[src/rtl/nsx_pkg.sv]
// constants and types shared by the nibble swap / xor / zero test execute block
// Summary of operation
// - swap exchanges nibbles, flags untouched, one cycle
// - swap goes to accumulator, or register when d set
// - zero test sets zero flag when register zero
// - literal xor into accumulator, zero flag updated
// - register xor, zero flag, destination by d
// - address is opcode bits 6..0, d bit 7
package nsx_pkg;
  localparam int          OPC_W        = 14;        // instruction word width
  localparam int          DATA_W       = 8;         // data width
  localparam int          ADDR_W       = 7;         // register address width
  localparam int          DIR_BIT      = 7;         // direction bit position
  localparam int          ADDR_LSB     = 0;         // address field low bit
  localparam logic [5:0]  TOP_SWAP     = 6'h0e;     // 00 1110 d...
  localparam logic [5:0]  TOP_XORF     = 6'h06;     // 00 0110 d...
  localparam logic [5:0]  TOP_XORL     = 6'h1f;     // 01 1111 k...
  localparam logic [6:0]  TOP_ZCHK     = 7'h11;     // 00 1000 1...
  localparam logic [7:0]  ACC_RESET    = 8'h00;     // accumulator reset value
  localparam logic [7:0]  ZERO_BYTE    = 8'h00;     // all-zero data
  // operation classes
  typedef enum logic [2:0]
  {
    NSX_OP_NONE  = 3'b000,
    NSX_OP_SWAP  = 3'b001,
    NSX_OP_ZCHK  = 3'b010,
    NSX_OP_XORL  = 3'b011,
    NSX_OP_XORF  = 3'b100
  } nsx_op_e;
endpackage : nsx_pkg
[src/rtl/nsx_dec_if.sv]
// interface carrying decoded fields from decoder to executer
`timescale 1ns/1ps
`default_nettype none
interface nsx_dec_if;
  import nsx_pkg::*;
  nsx_op_e            op;        // decoded operation
  logic [ADDR_W-1:0]  addr;      // register address
  logic               dir;       // direction bit
  logic [DATA_W-1:0]  lit;       // literal field
  modport dec (output op, addr, dir, lit);
  modport exe (input op, addr, dir, lit);
endinterface : nsx_dec_if
`default_nettype wire

[src/rtl/nsx_decode.sv]
// combinational opcode decoder for the four supported instructions
`timescale 1ns/1ps
`default_nettype none
module nsx_decode
  import nsx_pkg::*;
(
  input  wire logic [OPC_W-1:0] opcode,
  nsx_dec_if.dec                d
);
  // classify opcode and split fields
  always_comb
  begin
    d.addr = opcode[ADDR_LSB +: ADDR_W];
    d.dir  = opcode[DIR_BIT];
    d.lit  = opcode[DATA_W-1:0];
    if (opcode[13:8] == TOP_XORL)
      d.op = NSX_OP_XORL;
    else if (opcode[13:7] == TOP_ZCHK)
      d.op = NSX_OP_ZCHK;
    else if (opcode[13:8] == TOP_SWAP)
      d.op = NSX_OP_SWAP;
    else if (opcode[13:8] == TOP_XORF)
      d.op = NSX_OP_XORF;
    else
      d.op = NSX_OP_NONE;
  end
endmodule : nsx_decode
`default_nettype wire

[src/rtl/nsx_exec.sv]
// execute stage: swap, zero test and xor with registered results
`timescale 1ns/1ps
`default_nettype none
module nsx_exec
  import nsx_pkg::*;
(
  input  wire logic              core_clk,
  input  wire logic              rst,
  input  wire logic              ce,          // clock enable, freezes all state except under rst
  input  wire logic              instr_valid, // opcode is present this cycle
  input  wire logic [OPC_W-1:0]  opcode,      // fetched instruction
  input  wire logic [DATA_W-1:0] reg_rdata,   // addressed register contents
  output logic      [ADDR_W-1:0] reg_addr,    // registered address (write)
  output logic      [DATA_W-1:0] reg_wdata,   // write-back value
  output logic                   reg_we,      // one-cycle write strobe
  output logic      [DATA_W-1:0] acc,         // working accumulator
  output logic                   zero_flag,   // zero status flag
  output logic                   zero_we,     // pulse when zero flag updated
  output logic                   instr_done   // pulse one cycle after accept
);
  nsx_dec_if dif ();
  // field split and operation class
  nsx_decode u_dec
  (
    .opcode (opcode),
    .d      (dif)
  );

  // next-state values, registered by the clocked process below
  logic [DATA_W-1:0] next_acc;       // next accumulator
  logic              next_zero;      // next zero flag
  logic              next_zero_we;   // next zero update strobe
  logic [DATA_W-1:0] next_wdata;     // next write data
  logic              next_we;        // next write strobe
  logic [ADDR_W-1:0] next_addr;      // next write address
  logic              next_done;      // next completion pulse
  logic [DATA_W-1:0] swapped;        // nibble-exchanged operand
  logic [DATA_W-1:0] xr;             // xor result

  // compute results; every accepted op completes in one cycle
  always_comb
  begin
    swapped      = {reg_rdata[3:0], reg_rdata[7:4]};
    xr           = (dif.op == NSX_OP_XORL) ? (acc ^ dif.lit) : (acc ^ reg_rdata);
    next_acc     = acc;
    next_zero    = zero_flag;
    next_zero_we = 1'b0;
    next_wdata   = reg_wdata;
    next_we      = 1'b0;
    next_addr    = reg_addr;
    next_done    = 1'b0;
    // nothing is taken without a valid word
    if (instr_valid)
    begin
      next_done = (dif.op != NSX_OP_NONE);
      next_addr = dif.addr;
      case (dif.op)
        NSX_OP_SWAP:
        begin
          // flags untouched on swap
          if (dif.dir)
          begin
            next_wdata = swapped;
            next_we    = 1'b1;
          end
          else
            next_acc = swapped;
        end
        NSX_OP_ZCHK:
        begin
          // no data written: register and accumulator stay put
          next_zero    = (reg_rdata == ZERO_BYTE);
          next_zero_we = 1'b1;
        end
        // literal sits in the low byte; the register read is ignored
        NSX_OP_XORL:
        begin
          next_acc     = xr;
          next_zero    = (xr == ZERO_BYTE);
          next_zero_we = 1'b1;
        end
        // the flag follows the result whichever way it goes
        NSX_OP_XORF:
        begin
          next_zero    = (xr == ZERO_BYTE);
          next_zero_we = 1'b1;
          if (dif.dir)
          begin
            next_wdata = xr;
            next_we    = 1'b1;
          end
          else
            next_acc = xr;
        end
        // unknown words finish nothing; the address still follows the word
        default:
        begin
          next_done = 1'b0;
        end
      endcase
    end
  end

  // register state; ce low holds everything unless rst is high
  always_ff @(posedge core_clk)
  begin
    if (rst)
    begin
      // synchronous reset: accumulator, flag and strobes to idle
      acc        <= ACC_RESET;
      zero_flag  <= 1'b0;
      zero_we    <= 1'b0;
      reg_wdata  <= ZERO_BYTE;
      reg_we     <= 1'b0;
      reg_addr   <= '0;
      instr_done <= 1'b0;
    end
    // reset wins over the enable so a frozen core can still be cleared
    else if (ce)
    begin
      acc        <= next_acc;
      zero_flag  <= next_zero;
      zero_we    <= next_zero_we;
      reg_wdata  <= next_wdata;
      reg_we     <= next_we;
      reg_addr   <= next_addr;
      instr_done <= next_done;
    end
  end
endmodule : nsx_exec
`default_nettype wire

[config.mk]
export PLATFORM = sky130hd
export DESIGN_NAME = nsx_exec
export DESIGN_NICKNAME = d
export VERILOG_FILES = /design/src/rtl/nsx_pkg.sv /design/src/rtl/nsx_dec_if.sv /design/src/rtl/nsx_decode.sv /design/src/rtl/nsx_exec.sv
export SDC_FILE = /design/constraint.sdc
export NUM_CORES = 1
export LEC_CHECK = 0
export BUFFER_PORTS_ARGS = -buffer_cell sky130_fd_sc_hd__buf_2
export CAP_MARGIN = 20
export CELL_PAD_IN_SITES_DETAIL_PLACEMENT = 0
export CELL_PAD_IN_SITES_GLOBAL_PLACEMENT = 1
export CORE_UTILIZATION = 37
export DETAILED_ROUTE_END_ITERATION = 10
export HOLD_SLACK_MARGIN = 0.15
export PLACE_DENSITY = 0.89
export SLEW_MARGIN = 15
export SYNTH_ARGS = -nofsm -noshare
export SYNTH_HDL_FRONTEND = slang
export SYNTH_SLANG_ARGS = --single-unit
[constraint.sdc]
create_clock -name core_clk -period 3.2 [get_ports core_clk]
set_input_delay 0 -clock core_clk [delete_from_list [all_inputs] [get_ports core_clk]]
set_output_delay 0 -clock core_clk [all_outputs]
set_load 0.05 [all_outputs]
## Word-level counts from Yosys, hierarchy flattened

Cells that the tools add are included.
W data, S select, Z words.

| word-level totals | value |
|---|---|
| register bits after elaboration | 27 |
| bits of input ports | 26 |
| output and inout port bits | 27 |
| word-level logic and storage cells | 54 |

| operators by class | value |
|---|---|
| eq/ne operators | 12 |
| muxes and demuxes | 19 |
| bitwise gates (word level) | 2 |
| reductions and logical operators | 14 |

Operators with widths:

| operator | count |
|---|---|
| $mux W8 | 5 |
| $pmux W8 S3 | 1 |
| $logic_not A8 Y1 | 2 |
| $pmux W8 S2 | 1 |
| $xor A8 B8 Y8 | 2 |
| $mux W3 | 4 |
| $reduce_and A5 Y1 | 2 |
| $ne A2 B2 Y1 const B | 4 |
| $eq A7 B5 Y1 const B | 1 |
| $mux W1 | 7 |
| $eq A3 B2 Y1 const B | 2 |
| $eq A6 B3 Y1 const B | 1 |
| $eq A6 B4 Y1 const B | 1 |
| $eq A6 B5 Y1 const B | 1 |
| $reduce_bool A3 Y1 | 2 |
| $reduce_bool A2 Y1 | 2 |
| $reduce_or A2 Y1 | 2 |
| $reduce_or A4 Y1 | 1 |
| $eq A3 B1 Y1 const B | 1 |
| $eq A3 B3 Y1 const B | 1 |
| $reduce_and A3 Y1 | 1 |
| $reduce_or A3 Y1 | 1 |
| $pmux W1 S2 | 1 |
| $reduce_and A2 Y1 | 1 |

## Longest topological paths before layout

| logic depth | value |
|---|---|
| depth in word-level cells | 9 |
| gate-level depth with buffers | 9 |
| depth with buffers taken out | 6 |

## Cells and area by module

From an unflattened synthesis, not the netlist that was laid out.

| unflattened totals | value |
|---|---|
| cell total of the unflattened synthesis | 196 |
| area total of the unflattened synthesis | 1585.3 um^2 |

Modules (own cells, without submodules):

| module | times used | cells each | area an instance (um^2) | sequential area each (um^2) |
|---|---|---|---|---|
| nsx_exec | 1 | 170 | 1392.6 | 540.5 |
| nsx_decode | 1 | 26 | 192.7 | 0.0 |

## Worst setup path before layout

Ideal clock, no wire load.

| path | value |
|---|---|
| path kind | input to register |
| from | input port opcode[13] |
| to | register zero_flag |
| library setup time | 0.059 ns |
| data arrival time | 1.481 ns |
| slack | 1.660 ns |
| stages | 7 |
| path through | nand3b_4 or4_4 buf_6 a31o_4 or3_1 a21oi_1 a31o_1 |

| between the ends | value |
|---|---|
| word-level cells in the longest chain between the ends | 9 |
| elaborated cells on any way between the ends | 17 |
| those cells by class | 7 x eq/ne; 6 x mux; 4 x reduce/logical |

Ends and longest elaborated chain:

| item | line | source |
|---|---|---|
| start, declared | nsx_exec.sv:11 | `input wire logic [OPC_W-1:0] opcode,` |
| $eq A6 B3 Y1 | nsx_decode.sv:22 | `else if (opcode[13:8] == TOP_XORF)` |
| $mux W3 | nsx_decode.sv:22 |  |
| $mux W3 | nsx_decode.sv:20 | `else if (opcode[13:8] == TOP_SWAP)` |
| $mux W3 | nsx_decode.sv:18 | `else if (opcode[13:7] == TOP_ZCHK)` |
| $mux W3 * | nsx_decode.sv:16 | `if (opcode[13:8] == TOP_XORL)` |
| $eq A3 B2 Y1 or $eq A3 B3 Y1 (tied branches) | nsx_exec.sv:44, nsx_exec.sv:57 |  |
| $mux W8 or $reduce_or A2 Y1 (tied branches) | -- |  |
| $logic_not A8 Y1 or $reduce_bool A2 Y1 (tied branches) | -- |  |
| $pmux W1 S2 or $reduce_and A3 Y1 (tied branches) | -- |  |
| end signal, assigned | nsx_exec.sv:122 | `zero_flag <= next_zero;` |
| end, declared | nsx_exec.sv:17 | `output logic zero_flag,` |

Every way passes the cells marked *; elsewhere a longest branch is shown, timed or not.
A chain may end at the register's enable or synchronous reset.

## Final worst setup path

| path | value |
|---|---|
| from | input port opcode[13] |
| to | register instr_done |

| between the ends | value |
|---|---|
| word-level cells in the longest chain between the ends | 9 |
| elaborated cells on any way between the ends | 16 |
| those cells by class | 8 x eq/ne; 6 x mux; 2 x reduce/logical |

Ends and longest elaborated chain:

| item | line | source |
|---|---|---|
| $eq A6 B3 Y1 | nsx_decode.sv:22 |  |
| $mux W3 | nsx_decode.sv:22 |  |
| $mux W3 | nsx_decode.sv:20 |  |
| $mux W3 | nsx_decode.sv:18 |  |
| $mux W3 * | nsx_decode.sv:16 |  |
| $eq A3 B2 Y1 (tied with other cells) | nsx_exec.sv:57 | `case (dif.op)` |
| $reduce_or A4 Y1 (no source line) | -- |  |
| $mux W1 * | nsx_exec.sv:57 |  |
| $mux W1 * | nsx_exec.sv:53 | `if (instr_valid)` |
| end signal, assigned | nsx_exec.sv:127 | `instr_done <= next_done;` |
| end, declared | nsx_exec.sv:19 | `output logic instr_done` |

Marked as above.

==> flow_metrics.tcl <==
set metrics [dict create \
    outcome "completed" \
    dieArea_um2 4108 \
    synth_nets 198 \
    power_frac_comb_pct 17.9 \
    ys_ff_latch 27 \
    via_count 1431 \
    p_seq_share_pct 53.3 \
    die_w_um 64.09 \
    grt.total_usage_pct 18.27 \
    relSlewSlack_pct 43.11 \
    coreArea_um2 3689 \
    switching_power_mw 0.1679 \
    antenna_found_initial 0 \
    synthAdderAreaFrac_pct 0 \
    synthMuxAreaShare_pct 10.53 \
    grt_pass1_vias 1266 \
    hpwl_um 2624 \
    p_leak_nw 0.8908 \
    htree_levels 1 \
    pre_cts_slack_ps 1133 \
    cts_made_buffers 3 \
    cp_data_required_time_ps 3360 \
    syn_inst 172 \
    crit_arrival_ps 2370 \
    ys_seq_area_share_pct 37.89 \
    ir_drop_v 0.0001464 \
    drv_cap 0 \
    yosys_warnings 0 \
    drc_errors 0 \
    setup-violations-final 0 \
    end_kind "register" \
    ctsResizeCount 0 \
    hold_viol 0 \
    intPower_mw 0.4776 \
    layout-drive-gt1-share_pct 25.53 \
    wl_um 3608 \
    drtIter0Drc 47 \
    viasPerCell 5.057 \
    ioPinCount 53 \
    grt_max_degree 29 \
    synth_edf_count 0 \
    cts_hold_buf 19 \
    cts-root-buf "clkbuf_8" \
    synth_top_cell_by_area "dfxtp_1" \
    critPathKind "primary input to register" \
    cts.sink_count 27 \
    grt_pass1_wl_um 5906 \
    rsz0062_at_grt "no" \
    netlist_area_um2 1426 \
    avgSynthCellArea_um2 8.293 \
    worstSkewPairLatency_ps 260 \
    die_h_um 64.09 \
    hold_class "primary input to register" \
    p_clk_share_pct 28.8 \
    fillCellCount 393 \
    cp_max_fo 21 \
    synth_ff_type "dfxtp_1" \
    synthTopCellsByArea "dfxtp_1 (38%), mux2i_1 (11%), nand2_1 (7.6%)" \
    routabilityCongestion 0.8541 \
    nNetsFinal 262 \
    fmax_ghz 0.4523 \
    worst_slack_ps 989.0 \
    synth_compound_area_share_pct 17.98 \
    slew_violations 0 \
    ctsLongestPathBuffers 2 \
    dp_cells 260 \
    async_flop_share_pct 0 \
    first_pass_iters 4 \
    cts_tree "done" \
    drt.antenna.violating_nets 0 \
    start_util_pct 38.67 \
    period_needed_ps 2211 \
    switching_share_pct 26.01 \
    setup.worst_path.start_class "primary input" \
    register_area_um2 540.5 \
    synth_top_cell_area_share_pct 37.89 \
    power_density_nw_per_um2 336.3 \
    timing.final.crit_share_pct 69.10 \
    post-cts-setup-buffers 0 \
    clk_pin_slew_ps 80 \
    synthXorXnorAreaFrac_pct 4.912 \
    r2r_slack_ps 2080 \
    final_cells 283 \
    multi_input_area_um2 812.0 \
    rows 22 \
    setup_tns_ps 0 \
    overflow 0 \
    ys_types 30 \
    tightest_slew_ps 853.3 \
    drt-wirelength-per-cell_um 12.75 \
    synth_top_family_by_area "simple AND/OR/NAND/NOR gates" \
    io_buffers 52 \
    synthSimpleGateAreaFrac_pct 23.51 \
    antenna_cells 0 \
    skew_ps 1.917 \
    area_growth_pct 34.56 \
]
==> path summary, 6_finish.rpt <==
kind / from / cells past startpoint / end
setup / recovery: opcode[13] / 8 / instr_done
hold / removal: rst / 2 / reg_we
setup reg to reg: acc[4] / 3 / reg_wdata[4]
hold reg to reg: reg_addr[6] / 2 / reg_addr[6]
==> power by group through the flow <==
stage                     clock [mW]  sequential (mW)  combinational (mW)
after global routing           0.216            0.345               0.126
after CTS                      0.193            0.344               0.116
after floorplan                    0            0.371              0.0427
after global placement             0            0.352              0.0995
final                          0.186            0.344               0.116
after detailed placement           0            0.352              0.0998
==> cell type report <==
type	instances	share of cell area [%]
clock buffer	4	2.347
inverter	3	0.5867
multi-input combinational	130	42.31
sequential	27	28.16
tap	48	3.129
timing repair buffer	71	23.47
==> cells in the mapped netlist, types with 2 or more instances <==
| master | number |
|---|---|
| xnor2_1 | 8 |
| a311oi_1 | 7 |
| mux2i_1 | 15 |
| nor3_1 | 5 |
| nor4_1 | 3 |
| a21oi_1 | 13 |
| clkbuf_1 | 8 |
| nand3_1 | 8 |
| inv_1 | 3 |
| a211oi_1 | 9 |
| dfxtp_1 | 27 |
| buf_6 | 2 |
| nor2_1 | 18 |
| nand2_1 | 29 |
| buf_2 | 2 |
==> metal layers <==
metal	part of all wire [%]	vias to the layer above	global-route usage [%]
li1	-	740	-
met1	48	650	26.31
met2	47	39	28.06
met3	4.7	2	2.857
met4	0.42	0	5.000
met5	0	-	0
==> worst max-delay path, stage by stage <==
cell and delay, ps:
buf_2 90, nand3b_4 130, or2_1 660, nand2_1 100
o211ai_1 180, dlygate4sd3_1 560, a21oi_1 60, dlygate4sd3_1 570
==> cells by family (layout without fill, tap and decap cells) <==
logic type,after synthesis,count (layout)
flip-flops,27,27
multiplexers,15,15
buffers and inverters,15,78
XOR/XNOR,8,8
AO/OA/AOI/OAI,36,36
AND/OR/NAND/NOR,71,71
==> sequential cells by signal (all words and copies together), names as in the netlist <==
register    cells
acc             8
instr_done      1
reg_addr        7
reg_wdata       8
reg_we          1
zero_flag       1
zero_we         1
==> cell usage in the layout, fill, tap and decap left out, drive strengths merged <==
master and n:
or2 1, mux2i 15, o211ai 1, and3 1, nand2 29, nor3 5, buf 52, and2 1
a21oi 14, clkbuf 4, dlygate4sd3 19, a311oi 7, o21ai 1, inv 3, nor2 18, and4bb 1
nor4 3, nand3 8, dfxtp 27, or4 1, o22ai 1, a31o 2, or3 1, nand3b 1
nand2b 1, xnor2 8, o221ai 1, a211oi 9
==> stage by stage <==
stage | cell area (um^2) | total power [mW] | hold WS, ps | util, %
2_1_floorplan | 1426 | 0.4136 | 136.0 | -
3_3_place_gp | 1684 | 0.4514 | 262.0 | 45.66
3_5_place_dp | 1684 | 0.4518 | 267.8 | 45.66
4_1_cts | 1919 | 0.6535 | 172.9 | 52.04
5_1_grt | 1919 | 0.6876 | 202.7 | 52.04
6_report | 1919 | 0.6455 | 184.7 | 52.04
Power figures use the tool's default switching activity.
